[config.mk]
export PLATFORM = sky130hd
export DESIGN_NAME = fbc_ctrl
export DESIGN_NICKNAME = d
export VERILOG_FILES = /design/src/verilog/fbc_pkg.sv /design/src/verilog/fbc_sync.sv /design/src/verilog/fbc_ctrl.sv
export SDC_FILE = /design/constraint.sdc
export NUM_CORES = 1
export LEC_CHECK = 0
export CAP_MARGIN = 20
export CELL_PAD_IN_SITES_DETAIL_PLACEMENT = 0
export CELL_PAD_IN_SITES_GLOBAL_PLACEMENT = 1
export CORE_MARGIN = 2
export CORE_UTILIZATION = 35
export DETAILED_ROUTE_END_ITERATION = 6
export DONT_BUFFER_PORTS = 1
export PLACE_DENSITY = 0.65
export RECOVER_POWER = 50
export SLEW_MARGIN = 0
export SYNTH_ARGS = -nofsm -noshare
export SYNTH_HDL_FRONTEND = slang
export SYNTH_SLANG_ARGS = --single-unit
[constraint.sdc]
create_clock -name sys_clk_i -period 4.9 [get_ports sys_clk_i]
set_input_delay 0.735 -clock sys_clk_i [delete_from_list [all_inputs] [get_ports sys_clk_i]]
set_output_delay 0.735 -clock sys_clk_i [all_outputs]
set_load 0.01 [all_outputs]
[src/verilog/fbc_pkg.sv]
// Package of constants and types for the parallel flash bus controller.
package fbc_pkg;
  // Timing in ns; cycle counts at 200 MHz (5 ns)
  localparam int CLK_PERIOD_NS = 5;
  localparam int SELECT_ACCESS_TIME_NS = 70;
  localparam int WRITE_PULSE_NS = 35;
  localparam int WRITE_HIGH_NS = 30;
  localparam int RESET_PULSE_WIDTH_NS = 500;
  localparam int RESET_RECOVERY_TIME_NS = 20000;
  localparam int SELECT_ACCESS_CYC = (SELECT_ACCESS_TIME_NS + CLK_PERIOD_NS - 1) / CLK_PERIOD_NS;
  localparam int WRITE_PULSE_CYC = (WRITE_PULSE_NS + CLK_PERIOD_NS - 1) / CLK_PERIOD_NS;
  localparam int WRITE_HIGH_CYC = (WRITE_HIGH_NS + CLK_PERIOD_NS - 1) / CLK_PERIOD_NS;
  localparam int RESET_PULSE_CYC = (RESET_PULSE_WIDTH_NS + CLK_PERIOD_NS - 1) / CLK_PERIOD_NS;
  localparam int RESET_RECOVERY_CYC = (RESET_RECOVERY_TIME_NS + CLK_PERIOD_NS - 1) / CLK_PERIOD_NS;
  localparam int CNT_W = 16;
  localparam int ADDR_W = 21;
  localparam int DATA_W = 16;
  localparam logic [DATA_W-1:0] DATA_RST = 16'h0000;

  // Host operations
  typedef enum logic [1:0] {
    FBC_OP_READ,
    FBC_OP_WRITE,
    FBC_OP_RESET
  } fbc_op_t;

  // Request as presented at the user side
  typedef struct packed {
    fbc_op_t op;
    logic [ADDR_W-1:0] addr;
    logic low_byte;
    logic [DATA_W-1:0] wdata;
  } fbc_req_t;

  // Flash strobe bundle: select, output gate, write strobe and reset, all active low
  typedef struct packed {
    logic flash_select_n;
    logic output_gate_n;
    logic write_strobe_n;
    logic reset_n;
  } fbc_strobe_t;

  // Clamp a cycle count to at least one
  function automatic logic [CNT_W-1:0] fbc_cyc(input int cyc);
    fbc_cyc = (cyc < 1) ? CNT_W'(1) : CNT_W'(cyc);
  endfunction
endpackage

[src/verilog/fbc_sync.sv]
// Two-flop synchroniser bank for pins arriving from the flash.
module fbc_sync import fbc_pkg::*; #(
  parameter int W = 1
) (
  input wire logic sys_clk_i, // System clock
  input wire logic sys_rst_i, // Async reset, active high
  input wire logic [W-1:0] d_i, // Asynchronous input
  output logic [W-1:0] q_o // Synchronised output
);
  logic [W-1:0] meta;
  logic [W-1:0] next_meta;
  logic [W-1:0] next_q;

  always_comb begin
    next_meta = d_i;
    next_q = meta;
  end

  always_ff @(posedge sys_clk_i or posedge sys_rst_i) begin
    if (sys_rst_i) begin
      meta <= '0;
      q_o <= '0;
    end else begin
      meta <= next_meta;
      q_o <= next_q;
    end
  end
endmodule

[src/verilog/fbc_ctrl.sv]
// Host-side controller driving a parallel flash die through its pins.
module fbc_ctrl import fbc_pkg::*; #(
  parameter int RESET_RECOVERY_CYCLES = RESET_RECOVERY_CYC
) (
  input wire logic sys_clk_i, // System clock, 200 MHz
  input wire logic sys_rst_i, // Async reset, active high
  input wire logic req_valid_i, // User request valid
  output logic req_ready_o, // Controller idle, request taken
  input wire fbc_req_t req_i, // User request
  input wire logic word_mode_i, // 1 = word, 0 = byte configuration
  input wire logic boost_program_i, // Request high voltage on protect pin
  output logic rsp_valid_o, // Read data valid pulse
  output logic [DATA_W-1:0] rsp_data_o, // Read data
  output logic busy_o, // Flash reports busy (synchronised)
  output logic [ADDR_W-1:0] flash_addr_o, // Flash address
  output logic flash_select_n_o, // Chip select, active low
  output logic output_gate_n_o, // Output enable, active low
  output logic write_strobe_n_o, // Write enable, active low
  output logic flash_reset_n_o, // Hardware reset, active low
  output logic width_select_n_o, // High = word configuration
  output logic protect_boost_hv_o, // Drive high voltage level on protect pin
  output logic protect_boost_o, // Logic level on protect pin when not boosted
  input wire logic [DATA_W-1:0] dq_i, // Data pins in
  output logic [DATA_W-1:0] dq_o, // Data pins out
  output logic [DATA_W-1:0] dq_oe_o, // Data pin enables, high = driving
  input wire logic ready_busy_n_i // Device ready (1) or busy (0)
);
  // ************************************************************
  // Pin synchronisation
  // ************************************************************
  logic [DATA_W:0] sync_q;
  fbc_sync #(.W(DATA_W + 1)) u_sync (
    .sys_clk_i(sys_clk_i),
    .sys_rst_i(sys_rst_i),
    .d_i({ready_busy_n_i, dq_i}),
    .q_o(sync_q)
  );
  logic ready_s;
  logic [DATA_W-1:0] dq_s;
  assign ready_s = sync_q[DATA_W];
  assign dq_s = sync_q[DATA_W-1:0];

  // ************************************************************
  // Sequencer
  // ************************************************************
  typedef enum logic [2:0] {
    FBC_IDLE,
    FBC_RD,
    FBC_WR_LOW,
    FBC_WR_HIGH,
    FBC_RST_LOW,
    FBC_RST_WAIT
  } fbc_state_t;

  // Two synchroniser stages plus one cycle of setup margin add to the read sample point,
  // otherwise the first flop samples the bus in the very instant the data turns valid
  localparam logic [CNT_W-1:0] RD_CYC = fbc_cyc(SELECT_ACCESS_CYC + 3);
  localparam logic [CNT_W-1:0] WL_CYC = fbc_cyc(WRITE_PULSE_CYC);
  localparam logic [CNT_W-1:0] WH_CYC = fbc_cyc(WRITE_HIGH_CYC);
  localparam logic [CNT_W-1:0] RP_CYC = fbc_cyc(RESET_PULSE_CYC);
  localparam logic [CNT_W-1:0] RR_CYC = fbc_cyc(RESET_RECOVERY_CYCLES + 2);

  fbc_state_t state, next_state;
  logic [CNT_W-1:0] cnt, next_cnt;
  fbc_strobe_t stb, next_stb;
  logic [ADDR_W-1:0] addr, next_addr;
  logic [DATA_W-1:0] wdata, next_wdata;
  logic [DATA_W-1:0] oe, next_oe;
  logic [DATA_W-1:0] rdata, next_rdata;
  logic rvalid, next_rvalid;
  logic word, next_word;
  logic hv, next_hv;

  // Ready returns only after reset recovery, so a reissued operation is accepted
  assign req_ready_o = (state == FBC_IDLE);

  always_comb begin
    next_state = state;
    next_cnt = (cnt != '0) ? cnt - CNT_W'(1) : cnt;
    next_stb = stb;
    next_addr = addr;
    next_wdata = wdata;
    next_oe = oe;
    next_rdata = rdata;
    next_rvalid = 1'b0;
    next_word = word;
    next_hv = hv;
    case (state)
      FBC_IDLE: begin
        // Width and boost only change between cycles so the device never sees them mid-access
        next_word = word_mode_i;
        next_hv = boost_program_i;
        next_stb = '{flash_select_n: 1'b1, output_gate_n: 1'b1, write_strobe_n: 1'b1, reset_n: 1'b1};
        next_oe = '0;
        if (req_valid_i) begin
          next_addr = req_i.addr;
          case (req_i.op)
            FBC_OP_READ: begin
              next_state = FBC_RD;
              next_cnt = RD_CYC;
              next_stb.flash_select_n = 1'b0;
              next_stb.output_gate_n = 1'b0;
              if (!word_mode_i) begin
                next_oe = 16'h8000;
                next_wdata = {req_i.low_byte, 15'h0000};
              end
            end
            FBC_OP_WRITE: begin
              // One request is one bus cycle; a bypass program is two requests
              next_state = FBC_WR_LOW;
              next_cnt = WL_CYC;
              next_stb.flash_select_n = 1'b0;
              next_stb.write_strobe_n = 1'b0;
              if (word_mode_i) begin
                next_oe = 16'hffff;
                next_wdata = req_i.wdata;
              end else begin
                next_oe = 16'h80ff;
                next_wdata = {req_i.low_byte, 7'h00, req_i.wdata[7:0]};
              end
            end
            FBC_OP_RESET: begin
              next_state = FBC_RST_LOW;
              next_cnt = RP_CYC;
              next_stb.reset_n = 1'b0;
            end
            default: next_state = FBC_IDLE;
          endcase
        end
      end
      FBC_RD: begin
        if (cnt == CNT_W'(1)) begin
          // Byte reads only carry lines 7..0, autoselect codes included
          next_rdata = word ? dq_s : {8'h00, dq_s[7:0]};
          next_rvalid = 1'b1;
          next_stb.flash_select_n = 1'b1;
          next_stb.output_gate_n = 1'b1;
          next_oe = '0;
          next_state = FBC_IDLE;
        end
      end
      FBC_WR_LOW: begin
        if (cnt == CNT_W'(1)) begin
          next_stb.write_strobe_n = 1'b1;
          next_stb.flash_select_n = 1'b1;
          next_cnt = WH_CYC;
          next_state = FBC_WR_HIGH;
        end
      end
      FBC_WR_HIGH: begin
        // Data held through the rising strobe, released after write-high time
        if (cnt == CNT_W'(1)) begin
          next_oe = '0;
          next_state = FBC_IDLE;
        end
      end
      FBC_RST_LOW: begin
        if (cnt == CNT_W'(1)) begin
          next_stb.reset_n = 1'b1;
          next_cnt = RR_CYC;
          next_state = FBC_RST_WAIT;
        end
      end
      FBC_RST_WAIT: begin
        // Bounded wait that also ends early once the busy line reads ready
        if (cnt == CNT_W'(1) || (cnt < RR_CYC - CNT_W'(2) && ready_s)) begin
          next_state = FBC_IDLE;
        end
      end
      default: next_state = FBC_IDLE;
    endcase
  end

  always_ff @(posedge sys_clk_i or posedge sys_rst_i) begin
    if (sys_rst_i) begin
      state <= FBC_IDLE;
      cnt <= '0;
      stb <= '{flash_select_n: 1'b1, output_gate_n: 1'b1, write_strobe_n: 1'b1, reset_n: 1'b1};
      addr <= '0;
      wdata <= DATA_RST;
      oe <= '0;
      rdata <= DATA_RST;
      rvalid <= 1'b0;
      word <= 1'b1;
      hv <= 1'b0;
    end else begin
      state <= next_state;
      cnt <= next_cnt;
      stb <= next_stb;
      addr <= next_addr;
      wdata <= next_wdata;
      oe <= next_oe;
      rdata <= next_rdata;
      rvalid <= next_rvalid;
      word <= next_word;
      hv <= next_hv;
    end
  end

  assign flash_addr_o = addr;
  assign flash_select_n_o = stb.flash_select_n;
  assign output_gate_n_o = stb.output_gate_n;
  assign write_strobe_n_o = stb.write_strobe_n;
  assign flash_reset_n_o = stb.reset_n;
  assign width_select_n_o = word;
  assign protect_boost_hv_o = hv;
  assign protect_boost_o = 1'b1;
  assign dq_o = wdata;
  assign dq_oe_o = oe;
  assign rsp_valid_o = rvalid;
  assign rsp_data_o = rdata;
  assign busy_o = ~ready_s;

  // Length of the current flash reset pulse, counted apart from the sequencer
  logic [CNT_W-1:0] rst_low_cnt, next_rst_low_cnt;

  always_comb begin
    next_rst_low_cnt = flash_reset_n_o ? '0 : rst_low_cnt + CNT_W'(1);
  end

  always_ff @(posedge sys_clk_i or posedge sys_rst_i) begin
    if (sys_rst_i) begin
      rst_low_cnt <= '0;
    end else begin
      rst_low_cnt <= next_rst_low_cnt;
    end
  end
endmodule

==> results of run 1 <==
final cells by class:
class	count	area [sq um]	share of cell area (%)
multi-input combinational	296	1770	31.7
timing repair buffer	3	38.8	0.693
sequential	116	2910	52.0
inverter	10	38.8	0.693
tap	180	225	4.03
clock buffer	22	484	8.66
clock inverter	9	126	2.26
logic make-up after synthesis:
family                   after synthesis  synth area share (%)
adder cells (fa/ha/maj)                9                  2.30
XOR/XNOR                               1                 0.179
multiplexers                          12                  2.82
AO/OA/AOI/OAI                         94                  12.1
AND/OR/NAND/NOR                      179                  18.6
buffers and inverters                 44                  4.45
flip-flops                           116                  59.5
other                                  1                0.0767
Yosys cell counts (2+ instances only):
cell type / n
nand2_1: 113
dfrtp_1: 111
o21ai_0: 38
buf_4: 14
clkbuf_1: 14
a21oi_1: 12
inv_1: 10
mux2_2: 10
nor2_1: 10
ha_1: 9
nand3_1: 8
buf_1: 6
nor3b_1: 6
dfstp_2: 5
o21ai_1: 5
o31ai_1: 5
or3_1: 5
a21boi_0: 4
a31oi_1: 4
a2bb2oi_1: 3
a32oi_1: 3
nand2b_1: 3
nor3_1: 3
or2_2: 3
or4_1: 3
or4_4: 3
a22o_1: 2
and2_1: 2
and4_1: 2
nor2b_1: 2
nor4_2: 2
nor4_4: 2
o211ai_1: 2
o21a_1: 2
o22ai_1: 2
o41ai_1: 2
or4b_2: 2
where the power goes:
| part | total [mW] | internal [mW] | switching, mW |
|---|---|---|---|
| Sequential | 1.55 | 1.20 | 0.349 |
| Clock | 1.26 | 0.847 | 0.412 |
| Combinational | 0.529 | 0.241 | 0.288 |
| Total | 3.34 | 2.29 | 1.05 |
final timing paths:
kind | start | endpoint | slack [ps]
min in group sys_clk_i | u_sync.meta[9] | u_sync.q_o[9] | 340
min reg2reg | u_sync.meta[9] | u_sync.q_o[9] | 340
max | state[1] | cnt[0] | 2200
max reg2reg | state[1] | cnt[0] | 2200
max in group asynchronous | sys_rst_i | rsp_data_o[4] | 2620
min | sys_rst_i | cnt[10] | 180
stage by stage:
stage / util, % / power, mW
after global placement: 36.0 / 2.08
after detailed placement: 36.0 / 2.09
after global routing: 40.6 / 3.55
after floorplan: - / 1.97
after CTS: 40.5 / 3.38
final: 40.6 / 3.34
routing by layer:
layer	vias to the layer above	part of all wire [%]
met5	-	0
met4	0	2.0
met3	12	6.7
met2	95	47
met1	1616	44
li1	1537	-
state kept, by name, indices dropped and copies added, names as in the netlist, 3 cells and up:
register and count:
state 3, rsp_data_o 16, u_sync.q_o 17, flash_addr_o 21, dq_o 16, dq_oe_o 3, u_sync.meta 17, cnt 16
==> out/metrics.cfg, run 1 <==
[outcome]
failed_checks=capacitance limit, slew limit
result_of_the_run=complete, but fails checks

[final_layout]
layout.cells.most_common_list=113 x nand2_1, 111 x dfrtp_1, 37 x o21ai_0
num_antenna_cells=0
areaGrowthSynthToFinish_pct=14.4
post_route_cells_drive_above_1_share_pct=15.4
layout_commonest_cell=nand2_1
finalNetCount=515
finish.instance_area_sq_um=5590
fill_cells=1380
finalNonFillerCells=636

[placed_design]
placed_cells_incl_taps=604
globalplace.congestion=0.808
detailedPlace.worstSlack_ps=2160
io_buffers=0
placedInstanceArea_sq_um=4960
detailed_placer_s_ending_hpwl_microns=7610

[setup_path]
crit_slowest_cell=nor4b_2
crit_path_cell_trace=nor4b_2, buf_4, nand2b_1, o21ai_1, o22ai_1
worst-path-buf-inv=1
critPathMaxStageDelay_ps=840
endpoint_kind=flop
critical-path-top-delay-family=simple AND/OR/NAND/NOR gates
crit_arrival_ps=2940
worstRegToRegCells=5
worst-setup-path-type=reg -> reg
worst-path-stages=5
worstPathRequired_ps=5150
path_max_fanout=19
timing.critical_path.from_type=flop

[grt]
global_route_congestion_overflow_total=0
routing_layer_with_the_top_usage_in_global_route=met2
met2_usage_pct=23.0
grt_use_met1_pct=20.1
first_global_vias=3265
antenna_found_initial=0
grt.total_usage_pct=15.5
grt_start_max_net_pins=81
globalRouteMet3Util_pct=6.60
global_route_wire_length_before_repair_microns=17600

[sta]
max_clock_freq_ghz=0.371
post_route_setup_slack_ps=2200
finalCriticalPeriod_ps=2700
final_setup_violation_count=0
final.setup_skew_ps=6.69
post-route-period-util_pct=55.1
finalSetupTns_ps=0
final_max_slew_viol_count=38
slew_headroom_pct=-27.1
max_slew.worst_pin.slew_ps=1910
hold_viol_final=0
fin_hold_ws_ps=185
unrepaired_setup_endpoints_after_global_routing=false

[power]
p_leak_nw=2.50
vdd.ir_drop.worst_mv=0.313
power_per_cell_area_nw_per_um2=596

[drt]
vias_per_std_cell=5.13
route.vias.total=3260
detail_route.first_pass.iterations=4
routed_wire_length_microns=10800
drt.antenna.violating_nets=0
avgRoutedWirePerCell_microns=17.0
post-route-drc-count=0
first_iter_violations=168

[clock_tree]
cts_max_level=4
cts.hold.buffers_added=0
cts_inserted_buffers=17
clock_sinks=116
post_cts.repair.setup_buffers=0
clk_pin_slew_worst_paths_ps=50
clock_latency_ps=400
cts-root-to-sink-buffers=2
cts_repair_resize_count=0
clock_tree_from_tritoncts=yes
clk_root_buffer_cell=clkbuf_16

[synth]
post_synthesis_area_per_instance_sq_um=10.7
post_synthesis_net_count=527
dominantRegCellSynth=dfrtp_1
synth_cell_type_count=61
seq_area_frac_synth_pct=59.5
synth_edf_count=0
postSynth.asyncResetShare_pct=100
synth_top_cells_by_area=dfrtp_1 57%, nand2_1 8.7%, o21ai_0 3.9%
post_synth_inst_count=456
synth_largest_area_cell=dfrtp_1
postSynthRegisterBits=116
synthesis.area_sq_um=4890
synth_top_area_share_pct=56.8
ys.warnings.count=0

[floorplan]
design.die.area_sq_um=14900
start_util_pct=35.5
fp-row-count=43
core_area_sq_um=13800
die_h_microns=122
ios=141
die_width_microns=122

[min_path]
min_path_type=in -> async

[flow_run]
max_cap_violations=1

No activity file was read; power rests on OpenSTA's default activity.
==> run 2: changes to the inputs <==
--- a/config.mk
+++ b/config.mk
@@ -12,7 +12,7 @@
 export CORE_UTILIZATION = 35
 export DETAILED_ROUTE_END_ITERATION = 6
 export DONT_BUFFER_PORTS = 1
-export PLACE_DENSITY = 0.65
+export PLACE_DENSITY = 0.68
 export RECOVER_POWER = 50
 export SLEW_MARGIN = 0
 export SYNTH_ARGS = -nofsm -noshare
==> constraint.sdc (replaced) <==
create_clock -name sys_clk_i -period 2.4 [get_ports sys_clk_i]
set_input_delay 0.36 -clock sys_clk_i [delete_from_list [all_inputs] [get_ports sys_clk_i]]
set_output_delay 0.36 -clock sys_clk_i [all_outputs]
set_load 0.01 [all_outputs]
==> out/metrics.cfg, run 2 (synthesis gave the netlist of run 1 again) <==
[sta]
final_max_slew_viol_count=0
unrepaired_setup_endpoints_after_global_routing=false
final.setup_skew_ps=8.92
max_slew.worst_pin.slew_ps=866
final_setup_violation_count=0
slew_headroom_pct=42.2
finalSetupTns_ps=0
max_clock_freq_ghz=0.440
hold_viol_final=0
finalCriticalPeriod_ps=2270
post-route-period-util_pct=94.8

[drt]
vias_per_std_cell=5.09
post-route-drc-count=0
first_iter_violations=129
detail_route.first_pass.iterations=4
drt.antenna.violating_nets=0
avgRoutedWirePerCell_microns=16.2
route.vias.total=3407
routed_wire_length_microns=10800

[final_layout]
largest_reg_flops=21
finalNetCount=548
area_occupied_by_multi_input_gates_sq_um=1780
num_antenna_cells=0
layout.cells.most_common_list=113 x nand2_1, 111 x dfrtp_1, 37 x o21ai_0
reg_area_sq_um=2910
layout_commonest_cell=nand2_1
fill_cells=1334
areaGrowthSynthToFinish_pct=21.0
post_route_cells_drive_above_1_share_pct=17.3

[floorplan]
start_util_pct=35.5
fp-row-count=43
die_h_microns=122
core_area_sq_um=13800
die_width_microns=122
ios=141
design.die.area_sq_um=14900

[setup_path]
worstRegToRegCells=6
critical-path-top-delay-family=simple AND/OR/NAND/NOR gates
path_max_fanout=5
crit_slowest_cell=or3b_2
worst-path-stages=6
critPathMaxStageDelay_ps=500
worstPathRequired_ps=2740
crit_path_cell_trace=inv_1, ha_1, or3b_2, or4_4, mux2_4, o21ai_1
crit_arrival_ps=2610
worst-setup-path-type=reg -> reg
endpoint_kind=flop
worst-path-buf-inv=1
timing.critical_path.from_type=flop

[clock_tree]
cts_inserted_buffers=17
clk_root_buffer_cell=clkbuf_16
cts_max_level=4
clock_sinks=116
clock_tree_from_tritoncts=yes
clock_latency_ps=410
clk_pin_slew_worst_paths_ps=60
cts-root-to-sink-buffers=2

[grt]
global_route_wire_length_before_repair_microns=17600
global_route_congestion_overflow_total=0
first_global_vias=3398
antenna_found_initial=0
grt.total_usage_pct=15.5
grt_start_max_net_pins=98

[power]
post-layout-total-power_mw=6.90
p_leak_nw=2.65
power_per_cell_area_nw_per_um2=1170
vdd.ir_drop.worst_mv=0.634

[min_path]
depth_of_the_worst_hold_timing_path=1
min_path_type=in -> reg

[flow_run]
max_cap_violations=0

[outcome]
result_of_the_run=finished, final reports clean

[placed_design]
io_buffers=0
globalplace.congestion=0.777
detailed_placer_s_ending_hpwl_microns=7570

run 2: routing by layer:
| layer | wire length (microns) | global-route usage, % |
|---|---|---|
| met5 | 0 | 0 |
| met4 | 146 | 6.68 |
| met3 | 629 | 6.32 |
| met2 | 5250 | 23.0 |
| met1 | 4810 | 20.0 |
run 2: area by class of cell:
class                   instances  share of cell area, %
clock buffers                  20                   7.89
well taps                     180                   3.81
repair buffers                 36                   5.95
flip-flops and latches        116                   49.2
inverters                      10                  0.656
multi-input cells             296                   30.0
clock inverters                12                   2.45
run 2: stage by stage:
stage	util (%)	std cells	cell area (sq um)	hold WS [ps]	worst slack (ps)
after detailed placement	37.1	619	5110	265	148
after floorplan	-	456	4890	331	281
after CTS	42.9	669	5900	16.9	137
after global routing	42.9	670	5910	36.2	14.3
after global placement	37.1	619	5110	250	220
final	42.9	670	5910	43.8	126
run 2: what timing repair did:
action                     CTS  global route
hold buffers                18             0
hold endpoints to repair    36             0
resized for setup            0             1
setup buffers                0             0
setup endpoints to repair    0             2
run 2: worst paths after layout:
kind / endpoint / startpoint / slack (ps)
worst max-delay path: cnt[1] / cnt[0] / 130
worst min-delay path: flash_reset_n_o / req_valid_i / 40
worst max register to register: cnt[1] / cnt[0] / 130
worst min register to register: u_sync.q_o[4] / u_sync.meta[4] / 350
max in group asynchronous: dq_o[1] / sys_rst_i / 610
min in group asynchronous: u_sync.meta[4] / sys_rst_i / 510
run 2: worst register-to-register path, stage by stage (launching register included):
cell and delay (ps):
dfrtp_1 420, inv_1 130, ha_1 230, or3b_2 500, or4_4 480, mux2_4 320
o21ai_1 120
run 2: power by group:
group          internal [mW]  leakage [nW]  switching, mW
logic                  0.566         0.903          0.608
clock network           1.63         0.300          0.936
registers               2.43          1.45          0.722
total                   4.63          2.65           2.27
